===== src/include/esa_pkg.sv =====
// What this block does
// - eight receive registers hold Si, remote alarm and Sa4..Sa8 bits
// - receive registers update when the receive multiframe flag sets
// - transmit Si/Sa bits come from eight host registers per source control
// - transmit registers sampled when the transmit multiframe flag sets
// - host rewrites within 2 ms, else previous values are sent again
// - only Sa positions enabled in the monitor select are watched
// - any enabled Sa change sets status seven bit 0
// - Sa change interrupt only when mask seven bit 0 unmasks it
// - read-only register at 06Eh gives the current Sa bits
// - received Sa6 codeword readable in its own register
// - Sa6 codeword stored only after three equal submultiframes and new
// - stored Sa6 codeword update sets a latched status seven bit
// - Sa6 change interrupt gated by its mask seven bit
// - latched bits clear on write 1, write 0 leaves them
// - active-low interrupt low while any unmasked latched status seven bit set
// - second framer registers sit at first framer offsets plus 200h
`default_nettype none
package esa_pkg;
  localparam int          ESA_AW        = 10;
  localparam logic [9:0]  ESA_FRAMER2   = 10'h200;
  localparam logic [9:0]  ESA_RX_SIAF   = 10'h066;
  localparam logic [9:0]  ESA_RX_SINAF  = 10'h067;
  localparam logic [9:0]  ESA_RX_RA     = 10'h068;
  localparam logic [9:0]  ESA_RX_SA4    = 10'h069;
  localparam logic [9:0]  ESA_SA_LIVE   = 10'h06e;
  localparam logic [9:0]  ESA_S6_WORD   = 10'h06f;
  localparam logic [9:0]  ESA_RX_STAT2  = 10'h091;
  localparam logic [9:0]  ESA_RX_STAT7  = 10'h096;
  localparam logic [9:0]  ESA_RX_MASK7  = 10'h0a6;
  localparam logic [9:0]  ESA_MON_SEL   = 10'h0a7;
  localparam logic [9:0]  ESA_TX_SRC    = 10'h114;
  localparam logic [9:0]  ESA_TX_SIAF   = 10'h166;
  localparam logic [9:0]  ESA_TX_STAT1  = 10'h190;
  localparam int          ESA_NREG      = 8;
  localparam int          ESA_STAT2_MF  = 1;
  localparam int          ESA_STAT1_MF  = 3;
  localparam int          ESA_STAT7_SA  = 0;
  localparam int          ESA_STAT7_S6  = 1;
  localparam int          ESA_S6_STABLE = 3;
  // spare register slots and their source-control bits
  localparam int          ESA_REG_SIAF  = 0;
  localparam int          ESA_REG_SINAF = 1;
  localparam int          ESA_REG_RA    = 2;
  localparam int          ESA_REG_SA4   = 3;
  localparam int          ESA_SRC_SIAF  = 7;
  localparam int          ESA_SRC_SINAF = 6;
  localparam int          ESA_SRC_RA    = 5;
  localparam int          ESA_SRC_SA4   = 4;
  localparam int          ESA_SA6_POS   = 2;
  localparam logic [7:0]  ESA_ZERO8     = 8'h00;
  localparam logic [3:0]  ESA_ZERO4     = 4'h0;
  // one frame of line-side spare bits (Sa4..Sa8 in [4:0])
  typedef struct packed {
    logic       si;
    logic       ra;
    logic [4:0] sa;
  } esa_bits_t;
  // host register port
  typedef struct packed {
    logic       rd;
    logic       wr;
    logic [9:0] addr;
    logic [7:0] wdata;
  } esa_req_t;
endpackage
`default_nettype wire


===== src/design/esa_sa_si_access.sv =====
`default_nettype none
module esa_sa_si_access
  import esa_pkg::*;
#(
  parameter logic FRAMER_SEL = 1'b0
)
(
  input  wire logic       ref_clk,
  input  wire logic       rst,
  // host register port
  input  wire esa_req_t   host_req,
  output logic      [7:0] host_rdata,
  output logic            host_ack,
  // receive side from framer
  input  wire logic       rx_frame_strobe,
  input  wire logic       rx_nonalign,
  input  wire logic [2:0] rx_frame_idx,
  input  wire esa_bits_t  rx_bits,
  input  wire logic       rx_smf_strobe,
  input  wire logic       rx_mf_strobe,
  // transmit side to framer
  input  wire logic       tx_mf_strobe,
  input  wire logic       tx_frame_strobe,
  input  wire logic       tx_nonalign,
  input  wire logic [2:0] tx_frame_idx,
  input  wire esa_bits_t  tx_default,
  output esa_bits_t       tx_bits,
  output logic            interrupt_out_n
);
  localparam logic [9:0] BASE = FRAMER_SEL ? ESA_FRAMER2 : 10'h000;

  // two Si, remote alarm and Sa4..Sa8 slots need exactly eight registers
  if (ESA_NREG != 8) begin : g_nreg_check
    $error("eight spare registers expected");
  end

  logic [7:0] rx_work_r   [ESA_NREG];
  logic [7:0] rx_work_nxt [ESA_NREG];
  logic [7:0] rx_hold_r   [ESA_NREG];
  logic [7:0] rx_hold_nxt [ESA_NREG];
  logic [7:0] tx_host_r   [ESA_NREG];
  logic [7:0] tx_host_nxt [ESA_NREG];
  logic [7:0] tx_live_r   [ESA_NREG];
  logic [7:0] tx_live_nxt [ESA_NREG];
  logic [7:0] stat2_r;
  logic [7:0] stat2_nxt;
  logic [7:0] stat7_r;
  logic [7:0] stat7_nxt;
  logic [7:0] tstat1_r;
  logic [7:0] tstat1_nxt;
  logic [7:0] mask7_r;
  logic [7:0] mask7_nxt;
  logic [7:0] monsel_r;
  logic [7:0] monsel_nxt;
  logic [7:0] srcctl_r;
  logic [7:0] srcctl_nxt;
  logic [4:0] sa_cur_r;
  logic [4:0] sa_cur_nxt;
  logic       sa_seen_r;
  logic       sa_seen_nxt;
  logic [3:0] s6_acc_r;
  logic [3:0] s6_acc_nxt;
  logic [7:0] rdata_nxt;
  logic       ack_nxt;
  logic       irq_n_nxt;
  logic [3:0] s6_code;
  logic       s6_changed;
  logic       sa_change;
  logic [7:0] w1c;
  esa_bits_t  tx_bits_nxt;
  logic [9:0] off;

  // ******************************************
  // helpers
  // ******************************************
  function automatic logic hit(input logic [9:0] a, input logic [9:0] r);
    return a == r;
  endfunction

  function automatic logic in8(input logic [9:0] a, input logic [9:0] b);
    return (a >= b) && (a < b + 10'(ESA_NREG));
  endfunction

  function automatic logic [2:0] idx8(input logic [9:0] a,
                                      input logic [9:0] b);
    return 3'(a - b);
  endfunction

  esa_sa6_detect u_sa6 (
    .ref_clk    (ref_clk),
    .rst        (rst),
    .smf_strobe (rx_smf_strobe),
    .smf_code   (s6_acc_nxt),
    .code_r     (s6_code),
    .changed    (s6_changed)
  );

  assign off = host_req.addr - BASE;

  // ******************************************
  // receive capture
  // ******************************************
  always_comb begin
    for (int i = 0; i < ESA_NREG; i++) begin
      rx_work_nxt[i] = rx_work_r[i];
      rx_hold_nxt[i] = rx_hold_r[i];
    end
    sa_cur_nxt  = sa_cur_r;
    sa_seen_nxt = sa_seen_r;
    s6_acc_nxt  = s6_acc_r;
    sa_change   = 1'b0;
    if (rx_frame_strobe) begin
      if (!rx_nonalign) begin
        rx_work_nxt[ESA_REG_SIAF][rx_frame_idx] = rx_bits.si;
      end else begin
        rx_work_nxt[ESA_REG_SINAF][rx_frame_idx] = rx_bits.si;
        rx_work_nxt[ESA_REG_RA][rx_frame_idx]    = rx_bits.ra;
        for (int k = 0; k < 5; k++)
          rx_work_nxt[ESA_REG_SA4 + k][rx_frame_idx] = rx_bits.sa[k];
        sa_cur_nxt  = rx_bits.sa;
        sa_seen_nxt = 1'b1;
        s6_acc_nxt[rx_frame_idx[1:0]] = rx_bits.sa[ESA_SA6_POS];
        sa_change = sa_seen_r &&
                    (((rx_bits.sa ^ sa_cur_r) & monsel_r[4:0]) != 5'h00);
      end
    end
    if (rx_mf_strobe) begin
      for (int i = 0; i < ESA_NREG; i++)
        rx_hold_nxt[i] = rx_work_nxt[i];
    end
  end

  always_ff @(posedge ref_clk or posedge rst) begin
    if (rst) begin
      for (int i = 0; i < ESA_NREG; i++) begin
        rx_work_r[i] <= ESA_ZERO8;
        rx_hold_r[i] <= ESA_ZERO8;
      end
      sa_cur_r  <= 5'h00;
      sa_seen_r <= 1'b0;
      s6_acc_r  <= ESA_ZERO4;
    end else begin
      for (int i = 0; i < ESA_NREG; i++) begin
        rx_work_r[i] <= rx_work_nxt[i];
        rx_hold_r[i] <= rx_hold_nxt[i];
      end
      sa_cur_r  <= sa_cur_nxt;
      sa_seen_r <= sa_seen_nxt;
      s6_acc_r  <= s6_acc_nxt;
    end
  end

  // ******************************************
  // host settings and transmit sampling
  // ******************************************
  always_comb begin
    mask7_nxt  = mask7_r;
    monsel_nxt = monsel_r;
    srcctl_nxt = srcctl_r;
    for (int i = 0; i < ESA_NREG; i++) begin
      tx_host_nxt[i] = tx_host_r[i];
      tx_live_nxt[i] = tx_live_r[i];
    end
    if (host_req.wr) begin
      if (hit(off, ESA_RX_MASK7))
        mask7_nxt = host_req.wdata;
      if (hit(off, ESA_MON_SEL))
        monsel_nxt = host_req.wdata;
      if (hit(off, ESA_TX_SRC))
        srcctl_nxt = host_req.wdata;
      if (in8(off, ESA_TX_SIAF))
        tx_host_nxt[idx8(off, ESA_TX_SIAF)] = host_req.wdata;
    end
    if (tx_mf_strobe) begin
      for (int i = 0; i < ESA_NREG; i++)
        tx_live_nxt[i] = tx_host_r[i];
    end
  end

  always_ff @(posedge ref_clk or posedge rst) begin
    if (rst) begin
      for (int i = 0; i < ESA_NREG; i++) begin
        tx_host_r[i] <= ESA_ZERO8;
        tx_live_r[i] <= ESA_ZERO8;
      end
      mask7_r  <= ESA_ZERO8;
      monsel_r <= ESA_ZERO8;
      srcctl_r <= ESA_ZERO8;
    end else begin
      for (int i = 0; i < ESA_NREG; i++) begin
        tx_host_r[i] <= tx_host_nxt[i];
        tx_live_r[i] <= tx_live_nxt[i];
      end
      mask7_r  <= mask7_nxt;
      monsel_r <= monsel_nxt;
      srcctl_r <= srcctl_nxt;
    end
  end

  // ******************************************
  // latched status and interrupt
  // ******************************************
  always_comb begin
    w1c = host_req.wr ? host_req.wdata : ESA_ZERO8;
    // write one clears; sets below win
    stat2_nxt  = stat2_r & ~(hit(off, ESA_RX_STAT2) ? w1c : ESA_ZERO8);
    stat7_nxt  = stat7_r & ~(hit(off, ESA_RX_STAT7) ? w1c : ESA_ZERO8);
    tstat1_nxt = tstat1_r & ~(hit(off, ESA_TX_STAT1) ? w1c : ESA_ZERO8);
    if (rx_mf_strobe)
      stat2_nxt[ESA_STAT2_MF] = 1'b1;
    if (sa_change)
      stat7_nxt[ESA_STAT7_SA] = 1'b1;
    if (s6_changed)
      stat7_nxt[ESA_STAT7_S6] = 1'b1;
    if (tx_mf_strobe)
      tstat1_nxt[ESA_STAT1_MF] = 1'b1;
    irq_n_nxt = ((stat7_nxt & mask7_r) == ESA_ZERO8);
  end

  always_ff @(posedge ref_clk or posedge rst) begin
    if (rst) begin
      stat2_r         <= ESA_ZERO8;
      stat7_r         <= ESA_ZERO8;
      tstat1_r        <= ESA_ZERO8;
      interrupt_out_n <= 1'b1;
    end else begin
      stat2_r         <= stat2_nxt;
      stat7_r         <= stat7_nxt;
      tstat1_r        <= tstat1_nxt;
      interrupt_out_n <= irq_n_nxt;
    end
  end

  // ******************************************
  // transmit insertion
  // ******************************************
  always_comb begin
    tx_bits_nxt = tx_bits;
    if (tx_frame_strobe) begin
      tx_bits_nxt = tx_default;
      if (!tx_nonalign) begin
        if (srcctl_r[ESA_SRC_SIAF])
          tx_bits_nxt.si = tx_live_r[ESA_REG_SIAF][tx_frame_idx];
      end else begin
        if (srcctl_r[ESA_SRC_SINAF])
          tx_bits_nxt.si = tx_live_r[ESA_REG_SINAF][tx_frame_idx];
        if (srcctl_r[ESA_SRC_RA])
          tx_bits_nxt.ra = tx_live_r[ESA_REG_RA][tx_frame_idx];
        for (int k = 0; k < 5; k++)
          if (srcctl_r[ESA_SRC_SA4 - k])
            tx_bits_nxt.sa[k] = tx_live_r[ESA_REG_SA4 + k][tx_frame_idx];
      end
    end
  end

  always_ff @(posedge ref_clk or posedge rst) begin
    if (rst)
      tx_bits <= '0;
    else
      tx_bits <= tx_bits_nxt;
  end

  // ******************************************
  // host read path
  // ******************************************
  always_comb begin
    ack_nxt   = host_req.rd | host_req.wr;
    rdata_nxt = ESA_ZERO8;
    if (host_req.rd) begin
      if (in8(off, ESA_RX_SIAF))
        rdata_nxt = rx_hold_r[idx8(off, ESA_RX_SIAF)];
      else if (in8(off, ESA_TX_SIAF))
        rdata_nxt = tx_host_r[idx8(off, ESA_TX_SIAF)];
      else if (hit(off, ESA_SA_LIVE))
        rdata_nxt = {3'b000, sa_cur_r};
      else if (hit(off, ESA_S6_WORD))
        rdata_nxt = {ESA_ZERO4, s6_code};
      else if (hit(off, ESA_RX_STAT2))
        rdata_nxt = stat2_r;
      else if (hit(off, ESA_RX_STAT7))
        rdata_nxt = stat7_r;
      else if (hit(off, ESA_TX_STAT1))
        rdata_nxt = tstat1_r;
      else if (hit(off, ESA_RX_MASK7))
        rdata_nxt = mask7_r;
      else if (hit(off, ESA_MON_SEL))
        rdata_nxt = monsel_r;
      else if (hit(off, ESA_TX_SRC))
        rdata_nxt = srcctl_r;
    end
  end

  always_ff @(posedge ref_clk or posedge rst) begin
    if (rst) begin
      host_rdata <= ESA_ZERO8;
      host_ack   <= 1'b0;
    end else begin
      host_rdata <= rdata_nxt;
      host_ack   <= ack_nxt;
    end
  end
endmodule
`default_nettype wire


===== src/design/esa_sa6_detect.sv =====
`default_nettype none
module esa_sa6_detect
  import esa_pkg::*;
(
  input  wire logic       ref_clk,
  input  wire logic       rst,
  input  wire logic       smf_strobe,
  input  wire logic [3:0] smf_code,
  output logic      [3:0] code_r,
  output logic            changed
);
  logic [3:0] cand_r;
  logic [3:0] cand_nxt;
  logic [1:0] cnt_r;
  logic [1:0] cnt_nxt;
  logic [3:0] code_nxt;

  // ******************************************
  // stability filter
  // ******************************************
  always_comb begin
    cand_nxt = cand_r;
    cnt_nxt  = cnt_r;
    code_nxt = code_r;
    changed  = 1'b0;
    if (smf_strobe) begin
      cand_nxt = smf_code;
      if (smf_code != cand_r)
        cnt_nxt = 2'd1;
      else if (cnt_r != 2'(ESA_S6_STABLE))
        cnt_nxt = cnt_r + 2'd1;
      if ((smf_code == cand_r) && (cnt_r == 2'(ESA_S6_STABLE - 1)) &&
          (smf_code != code_r)) begin
        code_nxt = smf_code;
        changed  = 1'b1;
      end else if ((smf_code == cand_r) &&
                   (cnt_r == 2'(ESA_S6_STABLE)) &&
                   (smf_code != code_r)) begin
        code_nxt = smf_code;
        changed  = 1'b1;
      end
    end
  end

  always_ff @(posedge ref_clk or posedge rst) begin
    if (rst) begin
      cand_r <= ESA_ZERO4;
      cnt_r  <= 2'd0;
      code_r <= ESA_ZERO4;
    end else begin
      cand_r <= cand_nxt;
      cnt_r  <= cnt_nxt;
      code_r <= code_nxt;
    end
  end
endmodule
`default_nettype wire


===== config.mk =====
export PLATFORM = sky130hd
export DESIGN_NAME = esa_sa_si_access
export DESIGN_NICKNAME = d
export VERILOG_FILES = /design/src/include/esa_pkg.sv /design/src/design/esa_sa_si_access.sv /design/src/design/esa_sa6_detect.sv
export SDC_FILE = /design/constraint.sdc
export NUM_CORES = 1
export LEC_CHECK = 0
export BUFFER_PORTS_ARGS = -buffer_cell sky130_fd_sc_hd__buf_2
export CELL_PAD_IN_SITES_DETAIL_PLACEMENT = 1
export CELL_PAD_IN_SITES_GLOBAL_PLACEMENT = 2
export CORE_UTILIZATION = 36
export CTS_BUF_LIST = sky130_fd_sc_hd__clkbuf_4 sky130_fd_sc_hd__clkbuf_8
export DETAILED_ROUTE_END_ITERATION = 8
export PLACE_DENSITY = 0.64
export SLEW_MARGIN = 0
export SYNTH_ARGS = -nofsm -noshare
export SYNTH_HDL_FRONTEND = slang
export SYNTH_SLANG_ARGS = --single-unit

===== constraint.sdc =====
create_clock -name ref_clk -period 20 [get_ports ref_clk]
set_input_delay 3 -clock ref_clk [delete_from_list [all_inputs] [get_ports ref_clk]]
set_output_delay 3 -clock ref_clk [all_outputs]
set_load 0.01 [all_outputs]

# --- Yosys cells after proc, flatten, opt, wreduce, memory -nomap -nowiden ---
# Index checks and enable logic that the tools add are counted.
word_totals:
  memories: 0
  romBits: 0
  latch_bits: 0
  in_bits: 49
  ram_bits: 0
  wordCells: 193
  regBits: 341
  output_inout_bits: 17
op_classes:
  add_sub_neg: 3
  mux: 81
  n_lt_le_gt_ge: 12
  bitwise_logic: 12
  n_div: 0
  mul: 0
  n_reduce_logical: 21
  eq_ne: 14
  shifts: 0
op_table:
  columns: ["operator", "n"]
  rows:
  - ["8-bit two-way mux", 21]
  - ["64-bit bitwise mux", 1]
  - ["8-bit bitwise mux", 8]
  - ["64-bit two-way mux", 1]
  - ["56-bit two-way mux", 1]
  - ["8-bit binary-select mux with 3-bit select", 2]
  - ["10-bit by 8-bit equality test with 1-bit output (second input constant)", 4]
  - ["8-bit AND", 4]
  - ["1-bit two-way mux", 28]
  - ["1-bit binary-select mux with 3-bit select", 8]
  - ["8-bit demux with 3-bit select", 1]
  - ["8-bit NOT", 3]
  - ["10-bit by 7-bit equality test with 1-bit output (second input constant)", 2]
  - ["10-bit by 9-bit equality test with 1-bit output (second input constant)", 2]
  - ["4-bit two-way mux", 4]
  - ["2-bit AND reduction", 7]
  - ["10-bit by 7-bit greater-or-equal comparator with 1-bit output (second input constant)", 1]
  - ["10-bit by 9-bit greater-or-equal comparator with 1-bit output (second input constant)", 1]
  - ["1-bit logical AND", 10]
  - ["10-bit by 7-bit < comparator with 1-bit output (second input constant)", 1]
  - ["10-bit by 9-bit < comparator with 1-bit output (second input constant)", 1]
  - ["4-bit greater-or-equal comparator (second input constant)", 2]
  - ["8-bit logical NOT", 1]
  - ["3-bit by 4-bit < comparator with 1-bit output (second input constant)", 2]
  - ["other kinds (21)", 27]

# --- Depth between registers and ports, before layout ---
# Gate-level depths: netlist of the first run.
logic_depth:
  depth_word: 16
  ltp_mapped: 11
  depth_no_buf: 8

# --- Cells and area by module ---
# A second synthesis of the first run with hierarchy kept.
unflattened:
  hier_cells: 1078
  hier_area_um2: 15531.1
modules_own_cells:
  columns: ["mod", "seq_area_each_um2", "instances", "cells_per_inst", "area_per_inst_um2"]
  rows:
  - ["esa_sa_si_access", 8284.2, 1, 1035, 15001.9]
  - ["esa_sa6_detect", 250.2, 1, 43, 529.3]

# --- Worst setup path after synthesis of the first run ---
# No wires, ideal clock.
synth_path:
  path_kind: "input -> register"
  from: "input host_req[9] (netlist name)"
  to: "register host_rdata[5]"
  required_time_ns: 19.860
  n_path_buf: 4
  setup_ns: 0.140
  arrival_ns: 5.337
  path_stages: 11
  setup_slack_ns: 14.523
  cell_sequence: "clkbuf_1 -> buf_1 -> inv_2 -> ha_1 -> clkbuf_1 -> clkbuf_1 -> mux4_2 -> nand2_1 -> nand2_1 -> a222oi_1 -> a31oi_1"
synth_via:
  elab_chain_len: 12
  elab_cells_between_ends: 35
  classes_between: "add/sub: 2; order compare: 4; eq/ne: 8; mux: 17; bitwise: 2; reduce/logical: 2"
synth_lines:
  columns: ["element", "line_no", "text"]
  rows:
  - ["from (decl)", "esa_sa_si_access.sv:11", "input wire esa_req_t host_req,"]
  - ["10-bit by 9-bit equality test with 1-bit output", "esa_sa_si_access.sv:77", "return a == r;"]
  - ["8-bit two-way mux", "esa_sa_si_access.sv:288", "else if (hit(off, ESA_TX_SRC))"]
  - ["8-bit two-way mux", "esa_sa_si_access.sv:286", "else if (hit(off, ESA_MON_SEL))"]
  - ["8-bit two-way mux", "esa_sa_si_access.sv:284", "else if (hit(off, ESA_RX_MASK7))"]
  - ["8-bit two-way mux", "esa_sa_si_access.sv:282", "else if (hit(off, ESA_TX_STAT1))"]
  - ["8-bit two-way mux", "esa_sa_si_access.sv:280", "else if (hit(off, ESA_RX_STAT7))"]
  - ["8-bit two-way mux", "esa_sa_si_access.sv:278", "else if (hit(off, ESA_RX_STAT2))"]
  - ["8-bit two-way mux", "esa_sa_si_access.sv:276", "else if (hit(off, ESA_S6_WORD))"]
  - ["8-bit two-way mux", "esa_sa_si_access.sv:274", "else if (hit(off, ESA_SA_LIVE))"]
  - ["8-bit two-way mux", "esa_sa_si_access.sv:272", "else if (in8(off, ESA_TX_SIAF))"]
  - ["8-bit two-way mux (*)", "esa_sa_si_access.sv:270", "if (in8(off, ESA_RX_SIAF))"]
  - ["8-bit two-way mux (*)", "esa_sa_si_access.sv:269", "if (host_req.rd) begin"]
  - ["net rdata_nxt[5]", "esa_sa_si_access.sv:63", "logic [7:0] rdata_nxt;"]
  - ["to (signal assigned)", "esa_sa_si_access.sv:298", "host_rdata <= rdata_nxt;"]
  - ["to (decl)", "esa_sa_si_access.sv:12", "output logic [7:0] host_rdata,"]
# Mark *: on every way through the listed nets, which the timed path passes. The rest lies on a longest branch. The select of a mux whose other input is x is not followed.
# A chain may end at the register's enable or synchronous reset.

# --- Worst setup path in the final report of the first run ---
layout_path:
  from: "input host_req[9] (netlist name)"
  to: "register tx_host_r[60] (netlist name)"
layout_via:
  elab_chain_len: 7
  elab_cells_between_ends: 12
  classes_between: "add/sub: 1; order compare: 4; mux: 3; bitwise: 1; reduce/logical: 3"
layout_lines:
  columns: ["element", "line_no", "text"]
  rows:
  - ["3-bit subtractor", "esa_sa_si_access.sv:86", "return 3'(a - b);"]
  - ["3-bit NOT with 4-bit output (implied by the code)", "esa_sa_si_access.sv:172", "tx_host_nxt[idx8(off, ESA_TX_SIAF)] = host_req.wdata;"]
  - ["4-bit greater-or-equal comparator (implied by the code) / 4-bit by 1-bit < comparator with 1-bit output (equally long branches)", "esa_sa_si_access.sv:172", null]
  - ["1-bit logical AND (implied by the code)", "esa_sa_si_access.sv:172", null]
  - ["8-bit two-way mux (implied by the code)", "esa_sa_si_access.sv:172", null]
  - ["8-bit demux with 3-bit select", "esa_sa_si_access.sv:172", null]
  - ["64-bit bitwise mux", "esa_sa_si_access.sv:172", null]
  - ["to (signal, indexed assignment)", "esa_sa_si_access.sv:191", "tx_host_r[i] <= tx_host_nxt[i];"]
  - ["to (decl)", "esa_sa_si_access.sv:41", "logic [7:0] tx_host_r [ESA_NREG];"]
# Several ways; a longest one is shown, not always the timed one.

==> results.md, run 1 <==
* Full die area at 43700 sq um
* Syn Nets at 1140
* # IOs at 66
* Minimum clock period at 5.64 ns
* Top routing layer used: met4
* Via/cell ratio at 5.49
* Area share of the largest cell type after synthesis at 55.1%
* Total Wirelength at 43000 microns
* Final #Nets at 1206
* Number of global-route vias before repair at 10.2k
* RePlAce Congestion at 0.810
* # fillers at 4268
* Buf/Inv on CP at 1
* Layout Cells excl Fill at 1738
* CP delay by family, top: simple AND/OR/NAND/NOR gates
* Startpoint Class: input pin
* HPWL after detailed placement at 28500 microns
* Synth Register Bits at 341
* EDFF count, synth at 0
* Critical path fanouts, max at 29
* Die W at 209 microns
* H-tree Lvls at 2
* TritonCTS Sinks at 341
* CP max stage delay at 0.68 ns
* Slew headroom at 26.7%
* Resize count post-CTS at 0
* DP Cell Count at 1628
* Worst-margin pin slew at 1.10 ns
* Largest net degree at the start of global routing at 125
* GRT Total Usage at 20.4%
* First-pass GRT wire length at 67100 microns
* Leading area contributor after synthesis: dfrtp_1
* DRT iter0 DRCs at 552
* Hold Path Class: reg2reg
* Slowest stage cell, crit path: nor4_2
* Seq/Total Area, Yosys at 55.3%
* Gr ovfl total at 0
* Avg Synthesized Cell Area at 14.2 sq um
* Top-count cell post-synth: dfrtp_1
* WS Path Type: in2reg
* Final period utilization at 28.2%
* Critical Path RT at 20.51 ns
* Final setup violation count at 0
* CTS tree: yes
* Post-CTS setup buffers at 0
* Antenna violations before repair at 2
* Hold-fix buffers, CTS at 0
* CP Data Arrival Time at 6.15 ns
* PwrDens at 99.4 nW/um^2
* Synth Cell Area at 15400 sq um
* Nature of the critical path endpoint: flop
* TritonCTS buffer count at 60
* Leakage at 8.21 nW
* Core Box Area at 42100 sq um
* Commonest cells post-synth: dfrtp_1 (340), mux2_2 (207), mux2_1 (99), clkbuf_1 (51), mux4_2 (48)
* Met3 Wirelength at 1840 microns
* Share of layout cells above drive strength 1 at 37.4%
* VDD IR max at 49.0 uV
* Final hold vios at 0
* Synth Flop Type: dfrtp_1
* Max Cap Viol at 0
* Metal2 WL at 20000 microns
* Synth area leaders: dfrtp_1 (55%), mux2_2 (15%), mux2_1 (7.2%), mux4_2 (7.0%), clkbuf_1 (1.2%)
* Layout area overhead at 14.1%
* Netlist cell types at 65
* Clock tree buffer depth at 3
* M1 wire length at 20300 microns
* Worst-skew pair later-pin latency at 0.66 ns
* Async set-or-reset flop fraction in the synthesized netlist at 100%
* Clock slew at reported path FFs at 0.06 ns
* TritonRoute pass-1 iters at 6
* Clock skew at 0.0348 ns
* Syn Inst Count at 1085
* Status: complete, no violations
* Peak Freq at 177 MHz
* Synth warn at 0
* Initial core utilization at 36.6%
* Avg WL per Cell at 24.7 microns
* Die height at 209 microns
* PortBufs at 65
* Antenna viol nets, final at 0
* Clock Tree Root: clkbuf_8
* RSZ-0062 raised after global routing: no
* DRC viols at 0
* FP Rows at 75
* Sum Neg Setup Slack at 0 ns
* Via count at 9548
* Max-slew violations at 0
* CP cell instances: buf_2, ha_1, nor2b_2, a2111oi_0, nor4_2, and3_1, nand2_1, mux2_1
[stage by stage]
stage	worst slack, ns	util [%]	total power, W	cell area, sq um	hold slack (ns)
3_3_place_gp	13.70	38.5	0.00104	16200	0.450
3_5_place_dp	13.67	38.5	0.00104	16200	0.465
6_report	14.36	41.8	0.00175	17600	0.483
2_1_floorplan	7.55	-	0.000971	15400	0.435
4_1_cts	14.38	41.8	0.00178	17600	0.484
5_1_grt	14.15	41.8	0.00184	17600	0.506
[worst paths after layout]
path / startpoint / endpoint / slack, ns / cells after the start
hold / removal: rx_work_r[36] / rx_work_r[36] / 0.48 / 1
hold reg to reg: rx_work_r[36] / rx_work_r[36] / 0.48 / 1
setup reg to reg: s6_acc_r[2] / u_sa6.code_r[1] / 17.97 / 5
max in group asynchronous: rst / tx_host_r[55] / 15.78 / 3
setup / recovery: host_req[9] / tx_host_r[60] / 14.36 / 8
min in group asynchronous: rst / tx_live_r[16] / 2.56 / 2
[cells by family after synthesis]
| logic type | Yosys count | synth area share, % |
|---|---|---|
| adders and majority gates | 6 | 0.486 |
| buffers and inverters | 83 | 2.19 |
| xor gates and xnor gates | 7 | 0.397 |
| and+or+nand+nor | 148 | 5.45 |
| AOI/OAI and AO/OA | 129 | 5.75 |
| muxes | 371 | 30.4 |
| DFF | 341 | 55.3 |
[cell type report]
type	instances	area, sq um	share of cell area (%)
antenna	2	5.00	0.0284
clock buffer	104	1330	7.56
clock inverter	4	60.1	0.341
inverter	15	63.8	0.362
multi-input combinational	661	6560	37.3
sequential	341	8530	48.5
tap	539	674	3.83
timing repair buffer	72	378	2.15
[worst reg2reg max path, cell delays in order (launching register included)]
cell and delay (ns):
dfrtp_1 0.38, mux2_2 0.32, xor2_1 0.15, nand4b_1 0.27, nor2_1 0.43, mux2_1 0.37
[placed cells by master (no fill, tap or decap), types with 3 or more instances in the layout]
cell type  instances
and3_1             4
o211ai_1           3
o21ai_1            5
o22ai_1           10
clkbuf_4          16
o221a_1            4
nand4_1            3
mux2i_1           17
nor2b_1            9
mux2_2           207
dfrtp_1          340
nand2_1           46
mux4_2            48
xor2_1             6
a22oi_1            9
inv_1             13
mux2_1            99
nor3b_1            5
and4_1             4
a31oi_1           11
o21a_1            21
nor3_1             7
a221oi_1           3
a211oi_1           3
nand2b_1           8
nand3_1           10
a21oi_1           31
nor2_1            23
o21ai_0            9
a222oi_1           5
clkbuf_8          88
ha_1               6
and3b_1            4
buf_4              7
buf_2             65
nand3b_1           6
a221o_1            4
[per-layer routing]
metal  vias up  GRT usage [%]
met5         -              0
met4         0           5.35
met3        58           3.85
met2       212           31.5
met1      5109           29.5
li1       4169              -
[flip-flops by register name, summed over array words and instances, names as in the netlist, 4 cells and up]
signal,flops
host_rdata,8
mask7_r,8
monsel_r,8
rx_hold_r,64
rx_work_r,64
s6_acc_r,4
sa_cur_r,5
srcctl_r,8
stat2_r,8
stat7_r,8
tstat1_r,8
tx_bits,7
tx_host_r,64
tx_live_r,64
u_sa6.cand_r,4
u_sa6.code_r,4
[report_power, final]
group / total (W) / switching (W) / leakage [nW] / internal, W
combinational: 0.000210 / 0.000103 / 3.01 / 0.000107
clock: 0.000724 / 0.000295 / 0.736 / 0.000428
sequential: 0.000817 / 0.0000433 / 4.46 / 0.000774
total: 0.00175 / 0.000441 / 8.21 / 0.00131
(Power assumes the default switching activity.)
==> run 2: changes to the inputs <==
clock period = 5.45 ns   (was 20 ns; I/O delays follow)
==> run 2 against run 1 <==
Effect of this change: die area is the same; final area shrank 0.39%; clock-buffer cell count shrank 8; global-route usage shrank 0.34 points; utilization shrank 0.16 points; combinational power grew to 3.7 times the previous value; largest cell class unchanged; highest routed layer is now met5.
==> results.md, run 2 (synthesis gave the netlist of run 1 again) <==
* Minimum clock period at 3.39 ns
* Final period utilization at 62.1%
* Full die area at 43700 sq um (unchanged)
* Sum Neg Setup Slack at 0 ns (unchanged)
* First-pass GRT wire length at 66200 microns (-1.3%)
* Antenna violations before repair at 1 (-1)
* Slew headroom at 24.6% (-2.1 points)
* Core Box Area at 42100 sq um (unchanged)
* Global route hottest layer: met2
* Max-slew violations at 0 (unchanged)
* Gr ovfl total at 0 (unchanged)
* # IOs at 66 (unchanged)
* RePlAce Congestion at 0.797 (-1.6%)
* # fillers at 4269 (+0.023%)
* CP cell instances: buf_2, ha_1, nor2b_2, a2111oi_0, nor4_2, and3_1, nand2_1, mux2_1
* # diodes at 0 (-2)
* TritonCTS buffer count at 61 (+1.7%)
* Critical Path RT at 5.95 ns (-14.56 ns)
* CP delay by family, top: simple AND/OR/NAND/NOR gates
* PortBufs at 65 (unchanged)
* Via/cell ratio at 5.45 (-0.72%)
* Via count at 9474 (-0.78%)
* Nature of the critical path endpoint: flop
* Min Hold Slack at 0.208 ns (-0.275 ns)
* Core Util, Final at 41.6% (-0.16 points)
* Worst-margin pin slew at 1.13 ns (+0.0317 ns)
* Share of layout cells above drive strength 1 at 37.5% (+0.052 points)
* Die height at 209 microns (unchanged)
* Startpoint Class: input pin
* FP Rows at 75 (unchanged)
* Die W at 209 microns (unchanged)
* Final #Nets at 1209 (+0.25%)
* VDD IR max at 159 uV (+220%)
* HPWL after detailed placement at 28400 microns (-0.50%)
* Status: complete, no violations
* Post-Place Worst Slack at 1.40 ns (-12.27 ns)
* PwrDens at 358 nW/um^2 (+260%)
* WS Path Type: in2reg
* Leakage at 8.17 nW (-0.41%)
* Layout area overhead at 13.6%
* Largest net degree at the start of global routing at 145 (+16%)
* Number of global-route vias before repair at 10.3k (+0.90%)
* Resize count post-CTS at 0 (unchanged)
* Avg WL per Cell at 24.2 microns (-1.9%)
* Slowest stage cell, crit path: nor4_2
* Grt met2 use at 30.5% (-0.93 points)
* Hold Path Class: in2async
* CP Data Arrival Time at 3.89 ns (-2.26 ns)
* CP max stage delay at 0.66 ns (-0.02 ns)
* Clock tree buffer depth at 3 (unchanged)
* Hold-fix buffers, CTS at 0 (unchanged)
* Worst-skew pair later-pin latency at 0.66 ns (about the same)
* Met1 usage at 29.3% (-0.23 points)
* Leading cell type in the layout, fill and taps excluded: dfrtp_1
* GRT Total Usage at 20.1% (-0.34 points)
* M3 GR Usage at 3.76% (-0.090 points)
* Clock skew at 0.0447 ns (+0.00989 ns)
* Final setup violation count at 0 (unchanged)
* DRT iter0 DRCs at 519 (-6.0%)
* Clock slew at reported path FFs at 0.06 ns (about the same)
* Peak Freq at 295 MHz
* Sequential Area at 8530 sq um (unchanged)
* Worst setup margin at 2.06 ns (-12.30 ns)
* Clock Tree Root: clkbuf_8
* Multi-input gate area at 6560 sq um (unchanged)
* DRC viols at 0 (unchanged)
* Highest-count cells in the layout ignoring fill and taps: dfrtp_1 (340), mux2_2 (207), mux2_1 (99)
* Antenna viol nets, final at 0 (unchanged)
* Post-CTS setup buffers at 0 (unchanged)
* CTS tree: yes
* TritonCTS Sinks at 341 (unchanged)
* Max Cap Viol at 0 (unchanged)
* TritonRoute pass-1 iters at 5 (-1)
* Critical path fanouts, max at 29 (unchanged)
* Buf/Inv on CP at 1 (unchanged)
* Final hold vios at 0 (unchanged)
* Initial core utilization at 36.6% (unchanged)
* H-tree Lvls at 2 (unchanged)
* Total Wirelength at 42100 microns (-2.0%)
* RSZ-0062 raised after global routing: no
run 2: changes by cell type in the layout (fill, tap and decap cells not counted), sizes merged:
cell      previous run  this run
diode                2         0
clkbuf             104        96
buf                 72        74
clkinvlp             0         2
bufinv               1         0
clkinv               2         7
inv                 16        17
run 2: per-stage QoR:
stage | power [W] | std cells | area [sq um]
4_1_cts | 0.00639 | 1737 | 17500
2_1_floorplan | 0.00357 | 1085 | 15400
6_report | 0.00628 | 1737 | 17500
3_5_place_dp | 0.00383 | 1630 | 16200
3_3_place_gp | 0.00381 | 1630 | 16200
5_1_grt | 0.00658 | 1737 | 17500
run 2: worst reg2reg max path: stages (launching register included):
cell	delay (ns)
dfrtp_1	0.38
mux2_2	0.33
xor2_1	0.16
nand4b_1	0.27
nor2_1	0.40
mux2_1	0.38
run 2: cell type report:
| cell class | instances | share of cell area [%] |
|---|---|---|
| clock buffers | 96 | 6.93 |
| flip-flops and latches | 341 | 48.7 |
| inverters | 15 | 0.342 |
| clock inverters | 11 | 0.435 |
| multi-input cells | 661 | 37.4 |
| repair buffers | 74 | 2.38 |
| well taps | 539 | 3.85 |
run 2: layer usage:
layer	up-vias	routed length [microns]
met4	2	826
li1	4189	-
met1	5054	20700
met2	169	19000
met3	60	1550
met5	-	12
run 2: path summary, 6_finish.rpt:
| check | startpoint | depth (start not counted) | slack [ns] | end |
|---|---|---|---|---|
| max in group asynchronous | rst | 3 | 4.03 | tx_live_r[29] |
| max | host_req[9] | 8 | 2.06 | tx_host_r[29] |
| min | rst | 2 | 0.21 | u_sa6.cand_r[0] |
| min reg2reg | sa_seen_r | 1 | 0.48 | sa_seen_r |
| min in group ref_clk | rx_smf_strobe | 2 | 0.46 | u_sa6.cand_r[0] |
| max reg2reg | s6_acc_r[2] | 5 | 3.41 | u_sa6.code_r[0] |
run 2: power breakdown:
group / switching [W] / leakage [nW] / internal, W
Combinational: 0.000384 / 3.03 / 0.000396
Sequential: 0.000156 / 4.46 / 0.00284
Clock: 0.00109 / 0.690 / 0.00141
==> run 3: changes to the inputs <==
PLACE_DENSITY = 0.67   (was 0.64)
clock period = 2.7 ns   (was 5.45 ns; I/O delays follow)
==> run 3 against run 2 <==
Effect of this change: global-route usage increased by 0.23 points; worst setup slack got worse by 1.5 ns; clock-buffer cell count grew 5; clock power rose by 110%; largest power group unchanged.
==> results.md, run 3 (synthesis gave the netlist of run 1 again) <==
* DP Cell Count at 1687 (+3.5%)
* Final period utilization at 79.6%
* Post-CTS setup buffers at 0 (unchanged)
* Largest net degree at the start of global routing at 67 (-54%)
* Total Wirelength at 42600 microns (+1.1%)
* First-pass GRT wire length at 67200 microns (+1.4%)
* Area after DPL at 16800 sq um (+3.5%)
* WS Path Type: in2reg
* H-tree Lvls at 2 (unchanged)
* Startpoint Class: input pin
* VDD IR max at 374 uV (+140%)
* PwrDens at 711 nW/um^2 (+98%)
* Final setup violation count at 0 (unchanged)
* Avg WL per Cell at 23.6 microns (-2.5%)
* Nature of the critical path endpoint: flop
* # IOs at 66 (unchanged)
* Die W at 209 microns (unchanged)
* Max-slew violations at 0 (unchanged)
* Core Box Area at 42100 sq um (unchanged)
* RSZ-0062 raised after global routing: no
* Clock Tree Root: clkbuf_8
* Resize count post-CTS at 0 (unchanged)
* Max Cap Viol at 0 (unchanged)
* TritonRoute pass-1 iters at 5 (unchanged)
* Hold-fix buffers, CTS at 1 (+1)
* Gr ovfl total at 0 (unchanged)
* Worst-skew pair later-pin latency at 0.67 ns (about the same)
* Highest-count cells in the layout ignoring fill and taps: dfrtp_1 (340), mux2_2 (207), mux2_1 (99)
* Sum Neg Setup Slack at 0 ns (unchanged)
* HPWL after detailed placement at 29600 microns (+4.4%)
* DRT iter0 DRCs at 522 (+0.58%)
* Clock tree buffer depth at 3 (unchanged)
* Via/cell ratio at 5.37 (-1.6%)
* Peak Freq at 465 MHz
* Layout Cells excl Fill at 1800 (+3.6%)
* Clock skew at 0.0515 ns (+0.00683 ns)
* Status: complete, no violations
* Full die area at 43700 sq um (unchanged)
* Minimum clock period at 2.15 ns
* Antenna viol nets, final at 0 (unchanged)
* Leakage at 8.54 nW (+4.5%)
* PortBufs at 65 (unchanged)
* CTS tree: yes
* FP Rows at 75 (unchanged)
* Die height at 209 microns (unchanged)
* Slew headroom at 50.7% (+26 points)
* RePlAce Congestion at 0.816 (+2.4%)
* Critical Path RT at 3.20 ns (-2.75 ns)
* Initial core utilization at 36.6% (unchanged)
* Final Instance Area at 18200 sq um (+3.6%)
* Critical path fanouts, max at 8 (-72%)
* Layout area overhead at 17.8%
* Antenna violations before repair at 1 (unchanged)
* Hold Path Class: in2reg
* Share of layout cells above drive strength 1 at 40.5% (+3.0 points)
* Via count at 9657 (+1.9%)
* CP Data Arrival Time at 2.65 ns (-1.24 ns)
* Clock slew at reported path FFs at 0.06 ns (about the same)
* Final hold vios at 0 (unchanged)
* Number of global-route vias before repair at 10.6k (+2.9%)
* Final #Nets at 1266 (+4.7%)
* Leading cell type in the layout, fill and taps excluded: dfrtp_1
* TritonCTS buffer count at 60 (-1.6%)
* GRT Total Usage at 20.3% (+0.23 points)
* DRC viols at 0 (unchanged)
* TritonCTS Sinks at 341 (unchanged)
* Worst-margin pin slew at 0.733 ns (-0.399 ns)
[run 3: critical path, stage by stage]
cell,delay (ns)
buf_2,0.15
ha_1,0.21
nor2b_2,0.16
a2111oi_0,0.64
nor4_2,0.21
and3_1,0.28
nand2_1,0.14
buf_12,0.14
mux2_1,0.33
[run 3: path summary, 6_finish.rpt]
path	startpoint	endpoint	slack [ns]	cells past startpoint
worst max-delay path	host_req[10]	tx_host_r[58]	0.55	9
worst min-delay path	tx_frame_strobe	tx_bits[6]	0.05	2
worst max register to register	u_sa6.cand_r[1]	u_sa6.code_r[1]	0.81	6
worst min register to register	sa_seen_r	sa_seen_r	0.47	1
max in group asynchronous	rst	tx_live_r[63]	1.44	5
min in group asynchronous	rst	u_sa6.cand_r[1]	0.34	3
[run 3: report_power, final]
part / internal [W] / switching, W
sequential: 0.00573 / 0.000307
clock: 0.00299 / 0.00224
combinational: 0.000861 / 0.000790
[run 3: layout make-up]
type / instances / area [sq um]
repair buffers: 132 / 993
flip-flops and latches: 341 / 8530
clock inverters: 10 / 71.3
multi-input cells: 661 / 6560
clock buffers: 101 / 1280
inverters: 15 / 60.1
fillers: 4273 / 24000
diodes: 1 / 2.50
well taps: 539 / 674
[run 3: per-layer routing]
metal	GRT usage, %	vias up	share of wire, %
met5	0	-	0
met4	5.83	0	2.4
met3	4.27	71	4.2
met2	31.5	182	46
met1	28.7	5100	47
li1	-	4304	-
[run 3: metrics by stage]
stage | worst slack (ns) | hold slack [ns] | utilization (%) | power (W)
5_1_grt | 0.481 | 0.0373 | 43.1 | 0.0136
3_5_place_dp | -0.0324 | 0.457 | 39.9 | 0.00780
2_1_floorplan | -2.26 | 0.435 | - | 0.00720
4_1_cts | 0.632 | 0.00547 | 43.1 | 0.0131
3_3_place_gp | 0.0255 | 0.452 | 39.9 | 0.00773
6_report | 0.550 | 0.0515 | 43.1 | 0.0129
